### config.mk
export PLATFORM = sky130hd
export DESIGN_NAME = nir_top
export DESIGN_NICKNAME = d
export VERILOG_FILES = /design/src/nir_pkg.sv /design/src/nir_phase_acc.sv /design/src/nir_top.sv
export SDC_FILE = /design/constraint.sdc
export NUM_CORES = 1
export LEC_CHECK = 0
export BUFFER_PORTS_ARGS = -buffer_cell sky130_fd_sc_hd__buf_2
export CAP_MARGIN = 25
export CORE_AREA = 2 2 91 129
export DETAILED_ROUTE_END_ITERATION = 10
export DIE_AREA = 0 0 93 131
export PLACE_DENSITY = 0.78
export SLEW_MARGIN = 20
export SYNTH_ARGS = -nofsm -noshare
export SYNTH_HDL_FRONTEND = slang
export SYNTH_SLANG_ARGS = --single-unit
### constraint.sdc
create_clock -name mclk_i -period 6.03 [get_ports mclk_i]
set_clock_uncertainty 0.2 [all_clocks]
set_input_delay 1.809 -clock mclk_i [delete_from_list [all_inputs] [get_ports mclk_i]]
set_output_delay 1.809 -clock mclk_i [all_outputs]
set_load 0.05 [all_outputs]
### src/nir_pkg.sv
// Constants and types for the oscillator increment register block.
// Assumes a 32-bit AXI4-Lite master and a 12-bit byte address space.
package nir_pkg;

   localparam int unsigned ADDR_W = 12;
   localparam int unsigned DATA_W = 32;
   localparam int unsigned INC_W  = 20;

   typedef struct packed {
      logic [3:0] upper;
      logic [7:0] high;
      logic [7:0] low;
   } nir_inc_t;

   localparam logic [7:0] LOW_RST   = 8'h01;
   localparam logic [7:0] HIGH_RST  = 8'h00;
   localparam logic [3:0] UPPER_RST = 4'h0;
   localparam nir_inc_t   INC_RST   = '{upper: UPPER_RST, high: HIGH_RST, low: LOW_RST};

   localparam logic [ADDR_W-1:0] OFF_LOW    = 12'h000;
   localparam logic [ADDR_W-1:0] OFF_HIGH   = 12'h004;
   localparam logic [ADDR_W-1:0] OFF_UPPER  = 12'h008;
   localparam logic [ADDR_W-1:0] OFF_SHADOW = 12'h00C;
   localparam logic [ADDR_W-1:0] OFF_CTRL   = 12'h010;
   localparam logic [ADDR_W-1:0] OFF_STATUS = 12'h014;
   localparam logic [ADDR_W-1:0] OFF_PHASE  = 12'h018;

   localparam int unsigned CTRL_RUN_BIT  = 0;
   localparam logic        CTRL_RUN_RST  = 1'b0;
   localparam int unsigned STAT_PEND_BIT = 0;
   localparam int unsigned STAT_OSC_BIT  = 1;

   localparam logic [1:0] RESP_OKAY   = 2'h0;
   localparam logic [1:0] RESP_SLVERR = 2'h2;

endpackage

### src/nir_phase_acc.sv
// Phase accumulator fed by the buffered increment.
// Assumes step_i is a one-cycle pulse in the mclk_i domain.
`timescale 1ns/1ps
module nir_phase_acc
   import nir_pkg::*;
(
   input  wire logic             mclk_i,
   input  wire logic             rstn_i,
   input  wire logic             step_i,
   input  wire logic [INC_W-1:0] inc_i,
   output logic      [INC_W-1:0] phase_o,
   output logic                  carry_o
);

   logic [INC_W-1:0] phase_q;
   logic [INC_W-1:0] phase_d;
   logic             carry_q;
   logic             carry_d;
   logic [INC_W:0]   sum;

   // Wraps modulo 2^20; the carry is the oscillator overflow
   assign sum     = {1'b0, phase_q} + {1'b0, inc_i};
   assign phase_d = step_i ? sum[INC_W-1:0] : phase_q;
   assign carry_d = step_i & sum[INC_W];

   always_ff @(posedge mclk_i or negedge rstn_i) begin
      if (!rstn_i) begin
         phase_q <= '0;
         carry_q <= 1'b0;
      end else begin
         phase_q <= phase_d;
         carry_q <= carry_d;
      end
   end

   assign phase_o = phase_q;
   assign carry_o = carry_q;

endmodule

### src/nir_top.sv
// Oscillator increment registers with AXI4-Lite access and a shadow buffer.
// Assumes osc_clk_i is synchronous to mclk_i and slower than mclk_i / 2.
`timescale 1ns/1ps
module nir_top
   import nir_pkg::*;
(
   input  wire logic              mclk_i,
   input  wire logic              rstn_i,
   input  wire logic [ADDR_W-1:0] s_axi_awaddr_i,
   input  wire logic              s_axi_awvalid_i,
   output logic                   s_axi_awready_o,
   input  wire logic [DATA_W-1:0] s_axi_wdata_i,
   input  wire logic [3:0]        s_axi_wstrb_i,
   input  wire logic              s_axi_wvalid_i,
   output logic                   s_axi_wready_o,
   output logic      [1:0]        s_axi_bresp_o,
   output logic                   s_axi_bvalid_o,
   input  wire logic              s_axi_bready_i,
   input  wire logic [ADDR_W-1:0] s_axi_araddr_i,
   input  wire logic              s_axi_arvalid_i,
   output logic                   s_axi_arready_o,
   output logic      [DATA_W-1:0] s_axi_rdata_o,
   output logic      [1:0]        s_axi_rresp_o,
   output logic                   s_axi_rvalid_o,
   input  wire logic              s_axi_rready_i,
   input  wire logic              osc_clk_i,
   output logic      [INC_W-1:0]  inc_shadow_o,
   output logic      [INC_W-1:0]  phase_o,
   output logic                   carry_o
);

   function automatic logic hit(input logic [ADDR_W-1:0] addr,
                                input logic [ADDR_W-1:0] off);
      hit = (addr[ADDR_W-1:2] == off[ADDR_W-1:2]);
   endfunction

   function automatic logic mapped(input logic [ADDR_W-1:0] addr);
      mapped = hit(addr, OFF_LOW) | hit(addr, OFF_HIGH) | hit(addr, OFF_UPPER)
             | hit(addr, OFF_SHADOW) | hit(addr, OFF_CTRL) | hit(addr, OFF_STATUS)
             | hit(addr, OFF_PHASE);
   endfunction

   // Write channel holding state
   logic              awready_q;
   logic              awready_d;
   logic              wready_q;
   logic              wready_d;
   logic              aw_hold_q;
   logic              aw_hold_d;
   logic              w_hold_q;
   logic              w_hold_d;
   logic [ADDR_W-1:0] aw_addr_q;
   logic [ADDR_W-1:0] aw_addr_d;
   logic [DATA_W-1:0] w_data_q;
   logic [DATA_W-1:0] w_data_d;
   logic [3:0]        w_strb_q;
   logic [3:0]        w_strb_d;
   logic              bvalid_q;
   logic              bvalid_d;
   logic [1:0]        bresp_q;
   logic [1:0]        bresp_d;

   // Read channel state
   logic              arready_q;
   logic              arready_d;
   logic              rvalid_q;
   logic              rvalid_d;
   logic [DATA_W-1:0] rdata_q;
   logic [DATA_W-1:0] rdata_d;
   logic [1:0]        rresp_q;
   logic [1:0]        rresp_d;

   // Block state
   nir_inc_t          regs_q;
   nir_inc_t          regs_d;
   nir_inc_t          shadow_q;
   nir_inc_t          shadow_d;
   logic              pending_q;
   logic              pending_d;
   logic              run_q;
   logic              run_d;
   logic              osc_prev_q;

   logic              aw_take;
   logic              w_take;
   logic              aw_have;
   logic              w_have;
   logic              do_wr;
   logic              b_done;
   logic [ADDR_W-1:0] wr_addr;
   logic [DATA_W-1:0] wr_data;
   logic [3:0]        wr_strb;
   logic              wr_lane0;
   logic              wr_low;
   logic              wr_high;
   logic              wr_upper;
   logic              wr_ctrl;
   logic              ar_take;
   logic              r_done;
   logic [DATA_W-1:0] rd_word;
   logic              osc_fall;
   logic              load_shadow;
   logic              acc_step;

   // Address and data may arrive in either order; each is held until both are in
   assign aw_take  = s_axi_awvalid_i & awready_q;
   assign w_take   = s_axi_wvalid_i & wready_q;
   assign aw_have  = aw_hold_q | aw_take;
   assign w_have   = w_hold_q | w_take;
   assign do_wr    = aw_have & w_have;
   assign b_done   = bvalid_q & s_axi_bready_i;
   assign wr_addr  = aw_take ? s_axi_awaddr_i : aw_addr_q;
   assign wr_data  = w_take ? s_axi_wdata_i : w_data_q;
   assign wr_strb  = w_take ? s_axi_wstrb_i : w_strb_q;

   // Only lane 0 carries register bits; other lanes fall on read-as-zero space
   assign wr_lane0 = do_wr & wr_strb[0];
   assign wr_low   = wr_lane0 & hit(wr_addr, OFF_LOW);
   assign wr_high  = wr_lane0 & hit(wr_addr, OFF_HIGH);
   assign wr_upper = wr_lane0 & hit(wr_addr, OFF_UPPER);
   assign wr_ctrl  = wr_lane0 & hit(wr_addr, OFF_CTRL);

   // Readies drop on take and come back once the response is accepted
   assign awready_d = aw_take ? 1'b0 : (b_done ? 1'b1 : awready_q);
   assign wready_d  = w_take ? 1'b0 : (b_done ? 1'b1 : wready_q);
   assign aw_hold_d = (aw_hold_q | aw_take) & ~do_wr;
   assign w_hold_d  = (w_hold_q | w_take) & ~do_wr;
   assign aw_addr_d = aw_take ? s_axi_awaddr_i : aw_addr_q;
   assign w_data_d  = w_take ? s_axi_wdata_i : w_data_q;
   assign w_strb_d  = w_take ? s_axi_wstrb_i : w_strb_q;
   assign bvalid_d  = do_wr ? 1'b1 : (b_done ? 1'b0 : bvalid_q);
   assign bresp_d   = do_wr ? (mapped(wr_addr) ? RESP_OKAY : RESP_SLVERR) : bresp_q;

   // Register file, built whole so the struct has a single driver
   assign regs_d = '{
      upper: wr_upper ? wr_data[3:0] : regs_q.upper,
      high:  wr_high  ? wr_data[7:0] : regs_q.high,
      low:   wr_low   ? wr_data[7:0] : regs_q.low
   };
   assign run_d        = wr_ctrl ? wr_data[CTRL_RUN_BIT] : run_q;

   // Oscillator input is sampled, so a falling edge is a high-then-low pair
   assign osc_fall    = osc_prev_q & ~osc_clk_i;
   assign load_shadow = pending_q & osc_fall;
   // A low write in the load cycle re-arms, so the newer value is not lost
   assign pending_d   = wr_low | (pending_q & ~osc_fall);
   // Takes the registers as they stand, including any pending write's neighbours
   assign shadow_d    = load_shadow ? regs_q : shadow_q;
   assign acc_step    = osc_fall & run_q;

   // Read path; one cycle of latency
   assign ar_take   = s_axi_arvalid_i & arready_q;
   assign r_done    = rvalid_q & s_axi_rready_i;
   assign rd_word   = hit(s_axi_araddr_i, OFF_LOW)    ? {24'h000000, regs_q.low} :
                      hit(s_axi_araddr_i, OFF_HIGH)   ? {24'h000000, regs_q.high} :
                      hit(s_axi_araddr_i, OFF_UPPER)  ? {28'h0000000, regs_q.upper} :
                      hit(s_axi_araddr_i, OFF_SHADOW) ? {12'h000, shadow_q} :
                      hit(s_axi_araddr_i, OFF_CTRL)   ? {31'h0, run_q} :
                      hit(s_axi_araddr_i, OFF_STATUS) ? {30'h0, osc_prev_q, pending_q} :
                      hit(s_axi_araddr_i, OFF_PHASE)  ? {12'h000, phase_o} :
                      32'h00000000;
   assign arready_d = ar_take ? 1'b0 : (r_done ? 1'b1 : arready_q);
   assign rvalid_d  = ar_take ? 1'b1 : (r_done ? 1'b0 : rvalid_q);
   assign rdata_d   = ar_take ? rd_word : rdata_q;
   assign rresp_d   = ar_take ? (mapped(s_axi_araddr_i) ? RESP_OKAY : RESP_SLVERR) : rresp_q;

   always_ff @(posedge mclk_i or negedge rstn_i) begin
      if (!rstn_i) begin
         awready_q <= 1'b1;
         wready_q  <= 1'b1;
         aw_hold_q <= 1'b0;
         w_hold_q  <= 1'b0;
         bvalid_q  <= 1'b0;
         bresp_q   <= RESP_OKAY;
      end else begin
         awready_q <= awready_d;
         wready_q  <= wready_d;
         aw_hold_q <= aw_hold_d;
         w_hold_q  <= w_hold_d;
         bvalid_q  <= bvalid_d;
         bresp_q   <= bresp_d;
      end
   end

   always_ff @(posedge mclk_i or negedge rstn_i) begin
      if (!rstn_i) begin
         aw_addr_q <= '0;
         w_data_q  <= '0;
         w_strb_q  <= 4'h0;
      end else begin
         aw_addr_q <= aw_addr_d;
         w_data_q  <= w_data_d;
         w_strb_q  <= w_strb_d;
      end
   end

   always_ff @(posedge mclk_i or negedge rstn_i) begin
      if (!rstn_i) begin
         arready_q <= 1'b1;
         rvalid_q  <= 1'b0;
         rdata_q   <= '0;
         rresp_q   <= RESP_OKAY;
      end else begin
         arready_q <= arready_d;
         rvalid_q  <= rvalid_d;
         rdata_q   <= rdata_d;
         rresp_q   <= rresp_d;
      end
   end

   // One reset serves every reset source; all share the same values
   always_ff @(posedge mclk_i or negedge rstn_i) begin
      if (!rstn_i) begin
         regs_q     <= INC_RST;
         shadow_q   <= INC_RST;
      end else begin
         regs_q     <= regs_d;
         shadow_q   <= shadow_d;
      end
   end

   // Previous sample resets low; a fall needs a seen high first, so no false edge
   always_ff @(posedge mclk_i or negedge rstn_i) begin
      if (!rstn_i) begin
         pending_q  <= 1'b0;
         run_q      <= CTRL_RUN_RST;
         osc_prev_q <= 1'b0;
      end else begin
         pending_q  <= pending_d;
         run_q      <= run_d;
         osc_prev_q <= osc_clk_i;
      end
   end

   // Fed from the shadow only, so a half-written value never steps the phase
   nir_phase_acc u_acc (
      .mclk_i  (mclk_i),
      .rstn_i  (rstn_i),
      .step_i  (acc_step),
      .inc_i   (shadow_q),
      .phase_o (phase_o),
      .carry_o (carry_o)
   );

   assign s_axi_awready_o = awready_q;
   assign s_axi_wready_o  = wready_q;
   assign s_axi_bvalid_o  = bvalid_q;
   assign s_axi_bresp_o   = bresp_q;
   assign s_axi_arready_o = arready_q;
   assign s_axi_rvalid_o  = rvalid_q;
   assign s_axi_rdata_o   = rdata_q;
   assign s_axi_rresp_o   = rresp_q;
   assign inc_shadow_o    = shadow_q;

endmodule

# [Word level (Yosys, flattened, before mapping)]
# Cells that the tools add are included.
[classes] n_addsub=1 multipliers=0 div=0 magnitude_cmp=0 eq_ne=12 shift=0 muxes=21 n_bitwise=36 n_reduce_logical=6
[op_table] operator="two-way mux 20 bit" n=7
[op_table] operator="equality test 10 x 3 -> 1 bit, second input constant" n=6
[op_table] operator="equality test 10 x 2 -> 1 bit, second input constant" n=4
[op_table] operator="adder 20 x 20 -> 21 bit" n=1
[op_table] operator="equality test 10 x 1 -> 1 bit, second input constant" n=2
[op_table] operator="zero test 10 bit" n=2
[op_table] operator="AND 1 bit" n=18
[op_table] operator="OR 1 bit" n=15
[op_table] operator="two-way mux 12 bit" n=1
[op_table] operator="two-way mux 1 bit" n=10
[op_table] operator="two-way mux 8 bit" n=1
[op_table] operator="nonzero test 2 bit" n=4
[op_table] operator="two-way mux 2 bit" n=2
[op_table] operator="inverter 1 bit" n=3
[totals] ff_bits=128 latch_bits=0 ramBits=0 rom_bits=0 in_bits=68 output_inout_bits=82 wordCells=101 mem_count=0

# [Depth between registers and ports, before layout]
[depth] ltp_word=10 mapped_depth=9 mapped_depth_nobuf=9

# [Cells and area by module]
# A second synthesis with hierarchy kept.
[unflattened] cells_unflattened=585 hier_area_um2=6212.2
[modules_own_cells] mod="nir_top" n_inst=1 cells_each=379 area_each_um2=4347.9 seq_area_each_um2=2283.4
[modules_own_cells] mod="nir_phase_acc" n_inst=1 cells_each=206 area_each_um2=1864.3 seq_area_each_um2=525.5

# [Least setup slack after synthesis]
# No wires, ideal clock.
[synth_timing] path_type="input to register" startpoint="input s_axi_awvalid_i" endpoint="register regs_q[1] (netlist name)" setup_ns=0.125 arrival_ns=3.278 required_time_ns=5.705 slack_ns=2.427 path_stages=7 path_buffers=0 cell_sequence="and2_2 nor2_1 or2_2 nor3b_2 nand2_1 nor2_2 mux2_2"
[synth_between] elab_chain_len=5 word_cells_on_any_way=7 classes_between="1 x mux; 5 x bitwise; 1 x reduce/logical"
[synth_rtl] item="start: declaration" line_no="nir_top.sv:10" rtl="input wire logic s_axi_awvalid_i,"
[synth_rtl] item="AND 1 bit (*)" line_no="nir_top.sv:106" rtl="assign aw_take = s_axi_awvalid_i & awready_q;"
[synth_rtl] item="OR 1 bit" line_no="nir_top.sv:108" rtl="assign aw_have = aw_hold_q | aw_take;"
[synth_rtl] item="AND 1 bit" line_no="nir_top.sv:110" rtl="assign do_wr = aw_have & w_have;"
[synth_rtl] item="AND 1 bit" line_no="nir_top.sv:117" rtl="assign wr_lane0 = do_wr & wr_strb[0];"
[synth_rtl] item="AND 1 bit (*)" line_no="nir_top.sv:118" rtl="assign wr_low = wr_lane0 & hit(wr_addr, OFF_LOW);"
[synth_rtl] item="end signal: assignment" line_no="nir_top.sv:217" rtl="regs_q <= regs_d;"
[synth_rtl] item="end: declaration" line_no="nir_top.sv:74" rtl="nir_inc_t regs_q;"
# Every way passes the cells marked *; elsewhere a longest branch is shown, timed or not.
# A chain may end at the register's enable or synchronous reset.

# [Worst setup path after layout]
[layout_timing] startpoint="input s_axi_awvalid_i" endpoint="register regs_q[15] (netlist name)"
[layout_between] elab_chain_len=5 word_cells_on_any_way=7 classes_between="1 x eq/ne; 1 x mux; 5 x bitwise"
[layout_rtl] item="AND 1 bit (*)" line_no="nir_top.sv:106"
[layout_rtl] item="parallel branches: the longest is 3 deep, another holds two-way mux 12 bit"
[layout_rtl] item="AND 1 bit (*)" line_no="nir_top.sv:119" rtl="assign wr_high = wr_lane0 & hit(wr_addr, OFF_HIGH);"
# Every way passes the cells marked *.

==> out/qor.yml <==
timing:
  rsz0062_at_grt: "false"
  slew_headroom_pct: 31.6
  setup_viol: 0
  setup_tns_ns: 0
  max_freq_ghz: 0.258
  hold_violations: 0
  fin_crit_sh_pct: 64.2
  finalCriticalPeriod_ns: 3.87
  layout_setup_ws_ns: 2.16
  worst_slew_pin_slew_ns: 1.01
  drv_slew: 0
floorplanning:
  start_util_pct: 51.0
  die_y_um: 131
  core_um2: 11100
  die_area_um2: 12200
  die_width_um: 93
  std_cell_rows: 46
  io_pins: 150
clock_tree:
  h-tree-depth: 3
  clock-sinks: 112
  clk_path_buf_depth: 2
  cts_tree: "built"
  root_buffer: "clkbuf_16"
  cts_buffers: 9
  post_cts_buffers: 0
  clk_latency_ns: 0.34
  ctsResizeCount: 0
  hold_buffers: 0
  clk_pin_slew_ns: 0.07
finish:
  diodes: 0
  final_common_cell: "dfrtp_1"
  layout-drive-gt1-share_pct: 32.9
  layout_common_cells: "107 x dfrtp_1, 103 x buf_2, 63 x nand2_1"
  fin_area_um2: 6550
  area_growth_pct: 16.4
  fin_nets: 705
global_route:
  grt_use_total_pct: 22.0
  grt_pass1_vias: 4362
  overflow: 0
  grt_antenna_before_repair: 0
  grt_max_degree: 79
  grt_pass1_wl_mm: 20.9
place:
  port_buffers: 104
  hpwl_mm: 9.67
  dp_slack_ns: 1.76
  place.gp.congestion: 0.842
  placed_area_um2: 6250
power_and_ir_drop:
  powerDensity_nw_per_um2: 259
  leakage_nw: 3.42
  ir_drop_uv: 214
  power.total_mw: 1.70
route:
  dr_total_vias: 4314
  drtIter0Drc: 230
  firstDrtPassIters: 6
  route.detailed.drc: 0
  viasPerCell: 5.64
  ant_nets: 0
  drt_wl_total_mm: 13.0
  wl_per_cell_um: 17.0
worst_setup_path:
  critPathMaxStageDelay_ns: 0.54
  critical_path_class: "input pin to register"
  crit_chain: "buf_2, nand2_1, mux2i_1, o21ai_0, nor3b_4, mux2_2"
  end_kind: "register"
  crit_slowest_cell: "nor3b_4"
  cp.required_ns: 6.06
  worst_ep_arrival_time_ns: 3.90
  critPathLaunchType: "input pin"
  path_max_fanout: 11
synth:
  synth_flop_cell: "dfrtp_1"
  async_reset_ff_share_pct: 100
  synth.area.top_cells: "dfrtp_1 48%, mux2_2 11%, ha_1 4.4%"
  ys_ff_latch: 112
  ys.warnings.count: 0
  syn_area_um2: 5630
  synth_edf_count: 0
  synth_top_area_share_pct: 47.6
  synth.distinct_cells: 57
  yosysTopAreaCell: "dfrtp_1"
  avgSynthCellArea_um2: 11.0
  yosysSeqAreaShare_pct: 49.9
  synthCells: 513
min_path:
  hold_class: "register to register"
run_status:
  status: "finished, final reports clean"
job:
  max_cap_violations: 0
## metal layers
layer | wire [um] | global-route usage, %
met3 | 579 | 3.10
met2 | 6610 | 39.2
met5 | 0 | 0
met1 | 5240 | 24.9
met4 | 561 | 13.9
## Yosys cell counts (2+ instances only)
| library cell | instances |
|---|---|
| a211oi_1 | 4 |
| a21boi_0 | 2 |
| a21o_1 | 11 |
| a21oi_1 | 21 |
| a222oi_1 | 6 |
| a22oi_1 | 13 |
| a31o_2 | 2 |
| a31oi_1 | 3 |
| and2_1 | 3 |
| buf_2 | 2 |
| buf_4 | 15 |
| clkbuf_1 | 15 |
| dfrtp_1 | 107 |
| dfstp_2 | 5 |
| ha_1 | 20 |
| inv_1 | 16 |
| mux2_2 | 57 |
| mux2i_1 | 9 |
| nand2_1 | 63 |
| nand3_1 | 9 |
| nand4_1 | 2 |
| nor2_1 | 13 |
| nor2b_1 | 4 |
| nor3_1 | 6 |
| nor4_1 | 3 |
| o211ai_1 | 4 |
| o21a_1 | 4 |
| o21ai_0 | 42 |
| o21bai_1 | 3 |
| o22ai_1 | 3 |
| o31ai_1 | 6 |
| or2_2 | 2 |
| or4_1 | 2 |
| xnor2_1 | 7 |
| xor2_1 | 7 |
## sequential cells by signal, summed over array words and instances, names as in the netlist, 8 cells and up
signal / count
w_data_q: 8
u_acc.phase_o: 20
inc_shadow_o: 20
regs_q: 20
aw_addr_q: 10
s_axi_rdata_o: 20
## path summary, 6_finish.rpt
kind | start | endpoint | slack (ns) | cells after the start
setup / recovery | s_axi_awvalid_i | regs_q[15] | 2.16 | 6
hold / removal | aw_hold_q | w_hold_q | 0.24 | 1
max in group asynchronous | rstn_i | inc_shadow_o[0] | 3.38 | 3
min in group asynchronous | rstn_i | regs_q[7] | 1.15 | 1
setup reg to reg | u_acc.phase_o[3] | u_acc.phase_o[15] | 2.95 | 8
hold reg to reg | aw_hold_q | w_hold_q | 0.24 | 1
## area by class of cell
class	instances	area, um2
Tap cell	144	180
Multi-Input combinational cell	366	2640
Inverter	16	60.1
Timing Repair Buffer	111	593
Fill cell	947	4500
Clock inverter	5	32.5
Sequential cell	112	2810
Clock buffer	11	243
## cells by family after synthesis
group                    Yosys count  synth area share (%)
flip-flops                       112                  49.9
AO/OA/AOI/OAI                    134                  15.7
multiplexers                      67                  13.4
adder cells (fa/ha/maj)           21                  4.80
XOR/XNOR                          14                  2.18
other                              1                0.0666
buffers and inverters             48                  4.24
AND/OR/NAND/NOR                  116                  9.71
## metrics by stage
stage	hold WS, ns	utilization, %	cells
4_1_cts	0.251	59.0	763
5_1_grt	0.276	59.3	765
6_report	0.244	59.3	765
2_1_floorplan	0.213	-	526
3_5_place_dp	0.242	56.5	747
3_3_place_gp	0.226	56.5	747
## critical path, delay by kind of cell
family,cells,cell delay (ns)
simple gates,2,0.91
mux,2,0.79
buf+inv,1,0.11
compound gates,1,0.27
## report_power, final
part / internal (mW) / switching (mW) / leakage (nW)
sequential: 0.834 / 0.0337 / 1.51
combinational: 0.0934 / 0.185 / 1.77
clock: 0.291 / 0.259 / 0.139
Power figures use the tool's default switching activity.
